### src/core/spibuf_defines.vh
// Constants for the serial status and data buffer block
//
// Function
// - Status register readable any time; writes to it change nothing.
// - Receive-complete flag, status bit 7, sets when data reaches data reg.
// - Transmit-empty flag, status bit 5, is one exactly while tx reg empty.
// - Mode-fault flag, bit 4, sets on select low as master with detect on.
// - Status read seeing mode fault, then control one write, clears it.
// - 8-bit: status read with flag set, then low byte read clears flag.
// - 16-bit: high byte reads never clear; low read after status read does.
// - 16-bit: clearing by low byte read alone discards the high byte.
// - 8-bit: status read with empty set, then low byte write, loads data.
// - Data byte writes while transmit-empty is zero are ignored.
// - 16-bit: high writes keep empty flag; low write after status clears.
// - 16-bit: loading only the low byte leaves high byte undefined.
// - One data address: reads give received data, writes queue transmit.
// - Master starts queued data right after the previous transfer ends.
// - Data reads allowed any time; valid only while receive flag is set.
// - Word received with flag clear goes to data register, flag sets.
// - Word received with flag set is held; data register unchanged.
// - Flag cleared before third transfer starts: held word moves in, flag set.
// - Flag cleared after third transfer starts: held word is dropped.
// - Mode fault clears master select, disables outputs, aborts transfer; here miso drives again as slave while select stays low.
// - Interrupt requested when mode fault sets with interrupt enable set.
`ifndef SPIBUF_DEFINES_VH
`define SPIBUF_DEFINES_VH

// ********************************************************************
// Register indices (byte address is four times the index)
// ********************************************************************
`define SPIBUF_IDX_CTRL1   4'h0
`define SPIBUF_IDX_CTRL2   4'h1
`define SPIBUF_IDX_STATUS  4'h3
`define SPIBUF_IDX_DHI     4'h4
`define SPIBUF_IDX_DLO     4'h5

// ********************************************************************
// Field positions
// ********************************************************************
`define SPIBUF_RC_BIT      7
`define SPIBUF_TE_BIT      5
`define SPIBUF_MF_BIT      4
`define SPIBUF_IRQEN_BIT   7
`define SPIBUF_MASTER_SELECT_BIT    4
`define SPIBUF_FDE_BIT     4
`define SPIBUF_WIDTH_BIT   6

// ********************************************************************
// Reset values and bus answers
// ********************************************************************
`define SPIBUF_DATA_RST    16'h0000
`define SPIBUF_CTRL_RST    8'h00
`define SPIBUF_RESP_OKAY   2'b00
`define SPIBUF_RESP_SLVERR 2'b10

// ********************************************************************
// Timing: master serial clock half period
// ********************************************************************
`define SPIBUF_CLK_NS      4
`define SPIBUF_SCK_HALF_NS 40
`define SPIBUF_HALF_CYC    (`SPIBUF_SCK_HALF_NS / `SPIBUF_CLK_NS)

`endif

### src/core/spibuf_top.v
// Status flags, data buffer and register slave of the serial unit
`timescale 1ns/1ps
`default_nettype none
`include "spibuf_defines.vh"

module spibuf_top (
  // Clock and reset
  input  wire        clk,
  input  wire        srst,
  // AXI4-Lite write address
  input  wire        s_axi_awvalid,
  output reg         s_axi_awready,
  input  wire [7:0]  s_axi_awaddr,
  // AXI4-Lite write data
  input  wire        s_axi_wvalid,
  output reg         s_axi_wready,
  input  wire [31:0] s_axi_wdata,
  input  wire [3:0]  s_axi_wstrb,
  // AXI4-Lite write response
  output reg         s_axi_bvalid,
  input  wire        s_axi_bready,
  output reg  [1:0]  s_axi_bresp,
  // AXI4-Lite read address
  input  wire        s_axi_arvalid,
  output reg         s_axi_arready,
  input  wire [7:0]  s_axi_araddr,
  // AXI4-Lite read data
  output reg         s_axi_rvalid,
  input  wire        s_axi_rready,
  output reg  [31:0] s_axi_rdata,
  output reg  [1:0]  s_axi_rresp,
  // Serial clock pin
  input  wire        sck_i,
  output wire        sck_o,
  output reg         sck_oe_n,
  // Master out pin
  input  wire        mosi_i,
  output wire        mosi_o,
  output reg         mosi_oe_n,
  // Master in pin
  input  wire        miso_i,
  output wire        miso_o,
  output reg         miso_oe_n,
  // Slave select input
  input  wire        ss_n_i,
  // Interrupt request
  output reg         irq
);

  // ********************************************************************
  // State
  // ********************************************************************
  reg [3:0]  sync1_r;
  reg [3:0]  sync2_r;
  reg        aw_got_r;
  reg        w_got_r;
  reg [7:0]  awaddr_r;
  reg [31:0] wdata_r;
  reg        wstrb0_r;
  reg        rc_r;
  reg        mf_r;
  reg        tx_full_r;
  reg        seen_rc_r;
  reg        seen_te_r;
  reg        seen_mf_r;
  reg [15:0] data_r;
  reg [15:0] held_r;
  reg        held_v_r;
  reg [15:0] tx_r;
  reg        master_r;
  reg        irq_en_r;
  reg        fde_r;
  reg        wide_r;
  reg [31:0] rd_nxt;
  reg        rd_ok;

  wire       ss_n_s = sync2_r[3];
  wire       sck_s  = sync2_r[2];
  wire       mosi_s = sync2_r[1];
  wire       miso_s = sync2_r[0];
  wire       te     = ~tx_full_r;

  wire       eng_taken;
  wire       eng_start;
  wire       eng_done;
  wire [15:0] eng_rx;
  wire       eng_sck;
  wire       eng_dout;

  // ********************************************************************
  // Pin synchronisers
  // ********************************************************************
  // Only the second stage feeds logic, to keep metastability out
  // Reset to idle pin levels so no false clock edge follows reset
  always @(posedge clk) begin
    if (srst) begin
      sync1_r <= 4'h8;
      sync2_r <= 4'h8;
    end else begin
      sync1_r <= {ss_n_i, sck_i, mosi_i, miso_i};
      sync2_r <= sync1_r;
    end
  end

  // ********************************************************************
  // Bus handshakes and decode
  // ********************************************************************
  wire       aw_hs  = s_axi_awvalid & s_axi_awready;
  wire       w_hs   = s_axi_wvalid & s_axi_wready;
  wire       ar_hs  = s_axi_arvalid & s_axi_arready;
  wire       b_hs   = s_axi_bvalid & s_axi_bready;
  wire       r_hs   = s_axi_rvalid & s_axi_rready;
  wire       wr_go  = aw_got_r & w_got_r & ~s_axi_bvalid;
  wire [3:0] wr_idx = awaddr_r[5:2];
  wire [3:0] rd_idx = s_axi_araddr[5:2];
  wire       wr_hit = (awaddr_r[7:6] == 2'b00) && (awaddr_r[1:0] == 2'b00);
  wire       rd_hit = (s_axi_araddr[7:6] == 2'b00) &&
                      (s_axi_araddr[1:0] == 2'b00);
  wire       wr_en  = wr_go & wr_hit & wstrb0_r;

  // Access events that drive the flag sequences
  wire st_rd  = ar_hs & rd_hit & (rd_idx == `SPIBUF_IDX_STATUS);
  wire lo_rd  = ar_hs & rd_hit & (rd_idx == `SPIBUF_IDX_DLO);
  wire c1_wr  = wr_en & (wr_idx == `SPIBUF_IDX_CTRL1);
  wire c2_wr  = wr_en & (wr_idx == `SPIBUF_IDX_CTRL2);
  wire hi_wr  = wr_en & (wr_idx == `SPIBUF_IDX_DHI) & te;
  wire lo_wr  = wr_en & (wr_idx == `SPIBUF_IDX_DLO) & te;
  wire rc_clr = lo_rd & seen_rc_r & rc_r;
  wire te_clr = lo_wr & seen_te_r;
  wire mf_clr = c1_wr & seen_mf_r & mf_r;
  wire fault  = master_r & fde_r & ~ss_n_s;

  // ********************************************************************
  // Write channel
  // ********************************************************************
  // Address and data are taken in either order, then answered together
  always @(posedge clk) begin
    if (srst) begin
      s_axi_awready <= 1'b1;
      s_axi_wready  <= 1'b1;
      s_axi_bvalid  <= 1'b0;
      s_axi_bresp   <= `SPIBUF_RESP_OKAY;
      aw_got_r      <= 1'b0;
      w_got_r       <= 1'b0;
      awaddr_r      <= 8'h00;
      wdata_r       <= 32'h00000000;
      wstrb0_r      <= 1'b0;
    end else begin
      if (aw_hs) begin
        aw_got_r      <= 1'b1;
        awaddr_r      <= s_axi_awaddr;
        s_axi_awready <= 1'b0;
      end
      if (w_hs) begin
        w_got_r      <= 1'b1;
        wdata_r      <= s_axi_wdata;
        wstrb0_r     <= s_axi_wstrb[0];
        s_axi_wready <= 1'b0;
      end
      if (wr_go) begin
        aw_got_r     <= 1'b0;
        w_got_r      <= 1'b0;
        s_axi_bvalid <= 1'b1;
        s_axi_bresp  <= wr_hit ? `SPIBUF_RESP_OKAY : `SPIBUF_RESP_SLVERR;
      end
      if (b_hs) begin
        s_axi_bvalid  <= 1'b0;
        s_axi_awready <= 1'b1;
        s_axi_wready  <= 1'b1;
      end
    end
  end

  // ********************************************************************
  // Read data mux
  // ********************************************************************
  // Status has no writable bits, so its index never reaches a store
  always @* begin
    rd_nxt = 32'h00000000;
    rd_ok  = rd_hit;
    case (rd_idx)
      `SPIBUF_IDX_CTRL1: begin
        rd_nxt[`SPIBUF_IRQEN_BIT] = irq_en_r;
        rd_nxt[`SPIBUF_MASTER_SELECT_BIT]  = master_r;
      end
      `SPIBUF_IDX_CTRL2: begin
        rd_nxt[`SPIBUF_FDE_BIT]   = fde_r;
        rd_nxt[`SPIBUF_WIDTH_BIT] = wide_r;
      end
      `SPIBUF_IDX_STATUS: begin
        rd_nxt[`SPIBUF_RC_BIT] = rc_r;
        rd_nxt[`SPIBUF_TE_BIT] = te;
        rd_nxt[`SPIBUF_MF_BIT] = mf_r;
      end
      `SPIBUF_IDX_DHI: rd_nxt[7:0] = data_r[15:8];
      `SPIBUF_IDX_DLO: rd_nxt[7:0] = data_r[7:0];
      default: rd_ok = 1'b0;
    endcase
  end

  // ********************************************************************
  // Read channel
  // ********************************************************************
  always @(posedge clk) begin
    if (srst) begin
      s_axi_arready <= 1'b1;
      s_axi_rvalid  <= 1'b0;
      s_axi_rdata   <= 32'h00000000;
      s_axi_rresp   <= `SPIBUF_RESP_OKAY;
    end else if (ar_hs) begin
      s_axi_arready <= 1'b0;
      s_axi_rvalid  <= 1'b1;
      s_axi_rdata   <= rd_nxt;
      s_axi_rresp   <= rd_ok ? `SPIBUF_RESP_OKAY : `SPIBUF_RESP_SLVERR;
    end else if (r_hs) begin
      s_axi_rvalid  <= 1'b0;
      s_axi_arready <= 1'b1;
    end
  end

  // ********************************************************************
  // Control registers and mode fault
  // ********************************************************************
  // A fault in the same cycle as a control write beats the master select bit it writes
  always @(posedge clk) begin
    if (srst) begin
      master_r  <= 1'b0;
      irq_en_r  <= 1'b0;
      fde_r     <= 1'b0;
      wide_r    <= 1'b0;
      mf_r      <= 1'b0;
      seen_mf_r <= 1'b0;
    end else begin
      if (c1_wr) begin
        master_r <= wdata_r[`SPIBUF_MASTER_SELECT_BIT];
        irq_en_r <= wdata_r[`SPIBUF_IRQEN_BIT];
      end
      if (c2_wr) begin
        fde_r  <= wdata_r[`SPIBUF_FDE_BIT];
        wide_r <= wdata_r[`SPIBUF_WIDTH_BIT];
      end
      if (st_rd)
        seen_mf_r <= mf_r;
      if (mf_clr) begin
        mf_r      <= 1'b0;
        seen_mf_r <= 1'b0;
      end
      if (fault) begin
        mf_r     <= 1'b1;
        master_r <= 1'b0;
      end
    end
  end

  // ********************************************************************
  // Transmit holding register
  // ********************************************************************
  // Only a low byte write after a status read queues the word
  always @(posedge clk) begin
    if (srst) begin
      tx_r      <= `SPIBUF_DATA_RST;
      tx_full_r <= 1'b0;
      seen_te_r <= 1'b0;
    end else begin
      if (st_rd)
        seen_te_r <= te;
      if (hi_wr)
        tx_r[15:8] <= wdata_r[7:0];
      if (lo_wr)
        tx_r[7:0] <= wdata_r[7:0];
      if (te_clr) begin
        tx_full_r <= 1'b1;
        seen_te_r <= 1'b0;
      end
      if (eng_taken)
        tx_full_r <= 1'b0;
    end
  end

  // ********************************************************************
  // Receive double buffer
  // ********************************************************************
  // A word that lands as the flag clears goes straight in unless a word is held, then it is held; no word lost
  always @(posedge clk) begin
    if (srst) begin
      data_r    <= `SPIBUF_DATA_RST;
      held_r    <= `SPIBUF_DATA_RST;
      held_v_r  <= 1'b0;
      rc_r      <= 1'b0;
      seen_rc_r <= 1'b0;
    end else begin
      if (st_rd)
        seen_rc_r <= rc_r;
      if (rc_clr) begin
        seen_rc_r <= 1'b0;
        rc_r      <= held_v_r;
        held_v_r  <= 1'b0;
        if (held_v_r)
          data_r <= held_r;
      end
      if (eng_start && held_v_r && !rc_clr)
        held_v_r <= 1'b0;
      if (eng_done) begin
        if (!rc_r || (rc_clr && !held_v_r)) begin
          data_r <= eng_rx;
          rc_r   <= 1'b1;
        end else begin
          held_r   <= eng_rx;
          held_v_r <= 1'b1;
        end
      end
    end
  end

  // ********************************************************************
  // Pin enables and interrupt
  // ********************************************************************
  // Outputs follow master select, so a fault releases the clock and master out pins
  always @(posedge clk) begin
    if (srst) begin
      sck_oe_n  <= 1'b1;
      mosi_oe_n <= 1'b1;
      miso_oe_n <= 1'b1;
      irq       <= 1'b0;
    end else begin
      sck_oe_n  <= ~master_r | fault;
      mosi_oe_n <= ~master_r | fault;
      miso_oe_n <= master_r | ss_n_s;
      irq       <= irq_en_r & (mf_r | rc_r);
    end
  end

  // ********************************************************************
  // Shift engine
  // ********************************************************************
  spibuf_shifter u_shifter (
    .clk      (clk),
    .srst     (srst),
    .master   (master_r),
    .wide     (wide_r),
    .abort    (fault),
    .tx_valid (tx_full_r),
    .tx_word  (tx_r),
    .sck_s    (sck_s),
    .mosi_s   (mosi_s),
    .miso_s   (miso_s),
    .ss_n_s   (ss_n_s),
    .taken_r  (eng_taken),
    .start_r  (eng_start),
    .done_r   (eng_done),
    .rx_r     (eng_rx),
    .sck_r    (eng_sck),
    .dout_r   (eng_dout)
  );

  assign sck_o  = eng_sck;
  assign mosi_o = eng_dout;
  assign miso_o = eng_dout;

endmodule // spibuf_top
`default_nettype wire

### src/core/spibuf_shifter.v
// Serial shift engine for master and slave transfers, mode 0, MSB first
`timescale 1ns/1ps
`default_nettype none
`include "spibuf_defines.vh"

module spibuf_shifter (
  // Clock and reset
  input  wire        clk,
  input  wire        srst,
  // Mode
  input  wire        master,
  input  wire        wide,
  input  wire        abort,
  // Transmit word offer
  input  wire        tx_valid,
  input  wire [15:0] tx_word,
  // Synchronised pins
  input  wire        sck_s,
  input  wire        mosi_s,
  input  wire        miso_s,
  input  wire        ss_n_s,
  // Events and data
  output reg         taken_r,
  output reg         start_r,
  output reg         done_r,
  output reg  [15:0] rx_r,
  // Pin drive
  output reg         sck_r,
  output reg         dout_r
);

  localparam integer HALF_I  = (`SPIBUF_HALF_CYC) - 1;
  localparam [7:0]   HALF_M1 = HALF_I[7:0];

  reg        busy_r;
  reg        sck_d_r;
  reg [4:0]  cnt_r;
  reg [7:0]  div_r;
  reg [15:0] sh_r;
  wire [4:0] nbits = wide ? 5'h10 : 5'h08;
  wire       msb   = wide ? sh_r[15] : sh_r[7];
  wire       ld_msb = wide ? tx_word[15] : tx_word[7];

  // ********************************************************************
  // Shift sequencer
  // ********************************************************************
  // Data changes on the falling edge and is sampled on the rising edge
  always @(posedge clk) begin
    taken_r <= 1'b0;
    start_r <= 1'b0;
    done_r  <= 1'b0;
    sck_d_r <= sck_s;
    if (srst || abort) begin
      busy_r <= 1'b0;
      sck_r  <= 1'b0;
      cnt_r  <= 5'h00;
      div_r  <= 8'h00;
      sh_r   <= 16'h0000;
      dout_r <= 1'b0;
      rx_r   <= `SPIBUF_DATA_RST;
    end else if (!busy_r) begin
      // Master waits for data, slave waits for select
      if (master ? tx_valid : !ss_n_s) begin
        busy_r  <= 1'b1;
        start_r <= 1'b1;
        taken_r <= tx_valid;
        sh_r    <= tx_valid ? tx_word : 16'h0000;
        dout_r  <= tx_valid ? ld_msb : 1'b0;
        cnt_r   <= 5'h00;
        div_r   <= 8'h00;
        sck_r   <= 1'b0;
      end
    end else if (master) begin
      if (div_r == HALF_M1) begin
        div_r <= 8'h00;
        sck_r <= ~sck_r;
        if (!sck_r) begin
          sh_r  <= {sh_r[14:0], miso_s};
          cnt_r <= cnt_r + 5'h01;
        end else if (cnt_r == nbits) begin
          busy_r <= 1'b0;
          done_r <= 1'b1;
          rx_r   <= wide ? sh_r : {8'h00, sh_r[7:0]};
        end else begin
          dout_r <= msb;
        end
      end else begin
        div_r <= div_r + 8'h01;
      end
    end else if (ss_n_s) begin
      // Deselect forces the slave idle without a result
      busy_r <= 1'b0;
    end else if (sck_s && !sck_d_r) begin
      sh_r  <= {sh_r[14:0], mosi_s};
      cnt_r <= cnt_r + 5'h01;
      if (cnt_r + 5'h01 == nbits) begin
        busy_r <= 1'b0;
        done_r <= 1'b1;
        rx_r   <= wide ? {sh_r[14:0], mosi_s} : {8'h00, sh_r[6:0], mosi_s};
      end
    end else if (!sck_s && sck_d_r) begin
      dout_r <= msb;
    end
  end

endmodule // spibuf_shifter
`default_nettype wire

### config.mk
export PLATFORM = sky130hd
export DESIGN_NAME = spibuf_top
export DESIGN_NICKNAME = d
export VERILOG_FILES = /design/src/core/spibuf_top.v /design/src/core/spibuf_shifter.v
export VERILOG_INCLUDE_DIRS = /design/src /design/src/core
export SDC_FILE = /design/constraint.sdc
export NUM_CORES = 1
export LEC_CHECK = 0
export ABC_AREA = 1
export BUFFER_PORTS_ARGS = -buffer_cell sky130_fd_sc_hd__buf_2
export CORE_MARGIN = 2
export CORE_UTILIZATION = 27
export CTS_CLUSTER_SIZE = 8
export DETAILED_ROUTE_END_ITERATION = 12
export GPL_TIMING_DRIVEN = 0
export PLACE_DENSITY_LB_ADDON = 0.25
export SETUP_SLACK_MARGIN = 0.4
export SLEW_MARGIN = 20
export SYNTH_ARGS = -nofsm -noshare
export SYNTH_HDL_FRONTEND = slang
export SYNTH_SLANG_ARGS = --single-unit
### constraint.sdc
create_clock -name clk -period 1.64 [get_ports clk]
set_clock_uncertainty 0.15 [all_clocks]
set_input_delay 0.328 -clock clk [delete_from_list [all_inputs] [get_ports clk]]
set_output_delay 0.328 -clock clk [all_outputs]
set_load 0.02 [all_outputs]
* Word-level counts from Yosys, hierarchy flattened *
Index checks and enable logic that the tools add are counted.

cells by class
  bitwise logic cells = 37
  divide/modulo/power cells = 0
  $lt $le $gt $ge = 0
  reductions and logical operators = 43
  mux-type cells = 87
  equal/unequal tests = 24
  $mul = 0
  shift operators = 0
  add/sub/neg operators = 2

operator list
  kind                 number
  $mux 16              21
  $mux 1               47
  $mux 5               8
  $mux 8               4
  $and 1x1->1          26
  $ne 3x3->1 const B   7
  $reduce_or 2->1      9
  $eq 4x3->1 const B   4
  $reduce_and 7->1     2
  $eq 5x5->1           2
  $reduce_bool 2->1    5
  $add 8x1->8 const B  1
  $eq 4x1->1 const B   2
  $eq 8x4->1 const B   1
  $logic_not 2->1      4
  $logic_not 4->1      2
  $ne 2x1->1 const B   4
  $not 1->1            8
  $pmux 4 s2           1
  $logic_and 1x1->1    7
  $logic_not 1->1      6
  $pmux 1 s3           2
  $add 5x1->5 const B  1
  $pmux 1 s5           1
  other kinds (12)     18

word-level totals
  register bits after elaboration = 158
  memories = 0
  memory bits (read-only) = 0
  output and inout port bits = 48
  bits in writable memories = 0
  bits in latches = 0

* Depth between registers and ports, before layout *
  word-level depth = 11
  mapped depth = 13

* Hierarchy *
Synthesis repeated with hierarchy kept, for this count alone.

unflattened totals
  cell total of the unflattened synthesis = 1,051
  area, all modules = 7,507.2 um2

by module, submodules not included
  module          area an instance (um2)  seq. area each (um2)  cells each  times used
  spibuf_top      4,789.6                 2,082.0               645         1
  spibuf_shifter  2,717.6                 1,041.0               406         1

* Worst setup path after synthesis *
OpenSTA, ideal clock, no wires.

  kind = register -> register
  start = register u_shifter.cnt_r[0]
  end = register u_shifter.rx_r[10]
  setup time = 0.115 ns
  stages on the path, launching flop included = 13
  path slack = -0.099 ns
  data arrival time = 1.474 ns
  path buffers = 2
  required time = 1.375 ns
  path through = dfxtp_1 > ha_1 > nand3_1 > nand2_1 > nand2_1 > nand3_1 > nand2_1 > nand2_1 > nand2_1 > buf_6 > buf_6 > a21oi_1 > nor2_1

on the way
  cells in the longest elaborated chain, start to end = 4

RTL lines
  element                         line                 source
  start: declaration              spibuf_shifter.v:37  reg [4:0] cnt_r;
  start signal: assignment        spibuf_shifter.v:79  cnt_r <= cnt_r + 5'h01;
  start signal: assignment        spibuf_shifter.v:95  cnt_r <= cnt_r + 5'h01;
  $add 5x1->5                     spibuf_shifter.v:96  if (cnt_r + 5'h01 == nbits) begin
  $eq 5x5->1                      spibuf_shifter.v:96
  $reduce_bool 2->1 (no line)     -
  $reduce_and 7->1 (no line) (*)  -
  end signal: assignment          spibuf_shifter.v:60  rx_r <= `SPIBUF_DATA_RST;
  end signal: assignment          spibuf_shifter.v:83  rx_r <= wide ? sh_r : {8'h00, sh_r[7:0]};
  end signal: assignment          spibuf_shifter.v:99  rx_r <= wide ? {sh_r[14:0], mosi_s} : {8'h00, sh_r[6:0], mosi_s};
  end: declaration                spibuf_shifter.v:26  output reg [15:0] rx_r,

Every way passes the cells marked *; elsewhere a longest branch is shown, timed or not.
A chain may end at the register's enable or synchronous reset.

* Worst setup path after layout *
  start = register u_shifter.cnt_r[1]
  end = register u_shifter.rx_r[1]

The elaborated chain is that of the path after synthesis.

==> impl_metrics.py <==
metrics = {
    "status": {
        "status": "finished, violations left",
        "violations": "negative setup slack",
    },
    "timing": {
        "hold_ws_ns": 0.0121,
        "period_share_pct": 110,
        "slew_viol_final": 0,
        "slew_headroom_pct": 49.4,
        "finalSetupViolCount": 43,
        "fin_ws_ns": -0.166,
        "fin_setup_tns_ns": -3.37,
        "fmax_ghz": 0.554,
        "period_minus_slack_ns": 1.81,
        "rsz0062_at_grt": "true",
        "hold_viol_final": 0,
        "tightest_slew_ns": 0.759,
    },
    "global_routing": {
        "grt_antenna_before_repair": 0,
        "grt_pass1_wl_um": 35000,
        "groute.usage.overall_pct": 15.8,
        "grt_pass1_vias": 6496,
        "grt_start_max_net_pins": 17,
        "grt_overflow": 0,
    },
    "power": {
        "p_leak_nw": 4.49,
        "ir_worst_vdd_mv": 0.555,
        "powerDensity_nw_per_um2": 876,
    },
    "worst_setup_path": {
        "startpoint_type": "flip-flop",
        "cp.arrival_ns": 1.99,
        "path_max_fanout": 4,
        "cp.required_ns": 1.82,
        "end_kind": "flip-flop",
        "crit_slowest_cell": "dfxtp_4",
        "slowest_delay_ns": 0.36,
        "crit_chain": "inv_2, ha_4, inv_2, nor2_4, nand3_2, nand2_2, nand2_2, nor2_4, buf_6, buf_6, nand3_1, nand2_1, nor2_1",
        "criticalPathCategory": "reg -> reg",
    },
    "clocking": {
        "clkSinkCount": 156,
        "cts_htree_levels": 4,
        "cts_buffers": 17,
        "cts-root-buf": "clkbuf_16",
        "clk_pin_slew_ns": 0.07,
        "cts_tree": "yes",
        "clk_latency_ns": 0.44,
        "clockBufferDepth": 2,
    },
    "cells_and_area": {
        "nFillCells": 2615,
        "fin_cells": 1538,
        "fin_util_pct": 41.8,
        "multi_input_area_um2": 4170,
        "diodes": 0,
        "area_delta_synth_final_pct": 51.9,
        "nNetsFinal": 1258,
        "drive_gt1_share_pct": 39.2,
        "seq_area_um2": 3190,
        "stdcell_area_um2": 10900,
    },
    "synth": {
        "synth_ff_type": "dfxtp_1",
        "synth_area_leaders": "dfxtp_1 44%, nor2_1 8.3%, nand2_1 8.1%, o21ai_0 7.8%, a21oi_1 6.9%",
        "ys_ff_latch": 156,
        "yosysSeqAreaShare_pct": 43.6,
        "synth.top_cell.area_share_pct": 43.6,
        "syn_inst": 1005,
        "yosys_warnings": 0,
        "synth_area_um2": 7170,
        "synth-edff-count": 0,
        "postSynthAreaPerCell_um2": 7.13,
        "ys_types": 41,
        "synth.largest_area_cell": "dfxtp_1",
        "async_reset_ff_share_pct": 0,
    },
    "route": {
        "drtIter0Drc": 497,
        "dr.pass1.iters": 5,
        "postRouteAntennaNets": 0,
        "vias_per_cell": 4.61,
        "num_vias": 7086,
        "routed_wl_um": 22300,
        "route.detailed.drc": 0,
        "wl_per_cell_um": 14.5,
    },
    "die": {
        "die_w_um": 167,
        "fp.dieH_um": 167,
        "die_area_um2": 27900,
        "io_pins": 111,
        "start_util_pct": 27.5,
        "rows": 59,
        "core-area_um2": 26100,
    },
    "place": {
        "dp.cells": 1421,
        "dp_hpwl_um": 14900,
        "port_buffers": 56,
        "place.gp.congestion": 0.855,
        "postPlaceCellArea_um2": 8340,
    },
    "run": {
        "cap_viol_max_count": 0,
    },
    "min_path": {
        "hold_path.class": "in -> reg",
    },
}
==> registers in the layout, indices dropped and copies added (netlist names), 4 cells and up <==
register and count:
u_shifter.cnt_r 5, tx_r 16, wdata_r 8, held_r 16, sync2_r 4, sync1_r 4
u_shifter.sh_r 16, data_r 16, u_shifter.div_r 8, u_shifter.rx_r 16, awaddr_r 8, s_axi_rdata 8
==> final timing paths <==
kind / from / cells after the start / slack (ns) / to
hold reg to reg: sync2_r[2] / 0 / 0.22 / u_shifter.sck_d_r
setup reg to reg: u_shifter.cnt_r[1] / 13 / -0.17 / u_shifter.rx_r[1]
hold / removal: s_axi_bready / 3 / 0.01 / s_axi_awready
setup / recovery: u_shifter.cnt_r[1] / 13 / -0.17 / u_shifter.rx_r[1]
==> cells in the final DEF, fill, tap and decap left out, types with 10 or more instances in the layout <==
cell / synthesis / final
nand2_1: 155 / 133
nor2_1: 159 / 124
dfxtp_1: 156 / 124
inv_1: 102 / 90
a21oi_1: 99 / 69
buf_4: 35 / 66
buf_6: 5 / 65
o21ai_2: 0 / 51
o21ai_0: 112 / 40
buf_2: 10 / 40
nand3_1: 44 / 37
a21oi_2: 0 / 30
nor2_4: 1 / 30
conb_1: 1 / 26
dfxtp_2: 0 / 23
o21ai_1: 4 / 22
clkbuf_16: 0 / 22
a22oi_1: 21 / 21
nand2_2: 3 / 17
nor2_2: 7 / 13
dlygate4sd3_1: 0 / 11
inv_2: 7 / 10
buf_8: 0 / 10
==> routing by layer <==
layer	share of wire (%)	routed length, um	GRT usage, %	vias to the layer above
met5	0	0	0	-
met4	2.0	435	5.73	0
met3	3.1	687	2.69	30
met2	47	10500	25.1	135
met1	48	10600	21.4	3327
li1	-	-	-	3594
==> where the power goes <==
part	internal [mW]	total [mW]	switching (mW)
Clock	2.73	4.46	1.72
Combinational	0.457	1.05	0.598
Sequential	3.91	4.02	0.108
Total	7.10	9.53	2.43
==> layout make-up <==
class	instances	area share, %
buffer	78	6.73
sequential	156	29.3
clock inverter	12	1.65
tap	335	3.85
timing repair buffer	140	11.6
clock buffer	20	4.39
multi-input combinational	687	38.3
inverter	110	4.16
==> critical path, delay by kind of cell, from the launching register on <==
kind / cells / cell delay, ns
AND/OR/NAND/NOR: 8 / 0.70
buffers and inverters: 4 / 0.37
flip-flops: 1 / 0.36
adder cells (fa/ha/maj): 1 / 0.13
==> cells in the mapped netlist (all sizes together) (3+ instances only) <==
library cell,instances
nor2,167
nor3,12
dfxtp,156
or2,3
a21oi,99
clkbuf,26
o22ai,4
nand3,47
inv,109
nand2,159
o21ai,116
buf,52
a31oi,3
mux2i,3
o221ai,4
a22oi,21
ha,5
nand4,7
==> per-stage QoR <==
| stage | total power, mW | setup WS, ns |
|---|---|---|
| after floorplan | 4.63 | 0.0305 |
| after global placement | 4.86 | -0.320 |
| after detailed placement | 4.87 | -0.321 |
| after CTS | 9.51 | -0.156 |
| after global routing | 9.87 | -0.288 |
| final | 9.53 | -0.166 |
==> cell families after synthesis <==
family          synth area share (%)
simple gates                    23.7
flops                           43.6
xor+xnor                       0.367
buf+inv                         12.4
mux                            0.419
other cells                   0.0523
compound gates                  18.6
fa+ha+maj                      0.873
==> repair_timing <==
item,in CTS,in global routing
hold endpoints to repair,11,0
pin swaps,50,41
hold buffers,11,0
setup buffers,48,15
cloned,9,2
endpoints found under the setup margin,144,153
gates resized for setup,264,104
No activity file was read; power rests on OpenSTA's default activity.
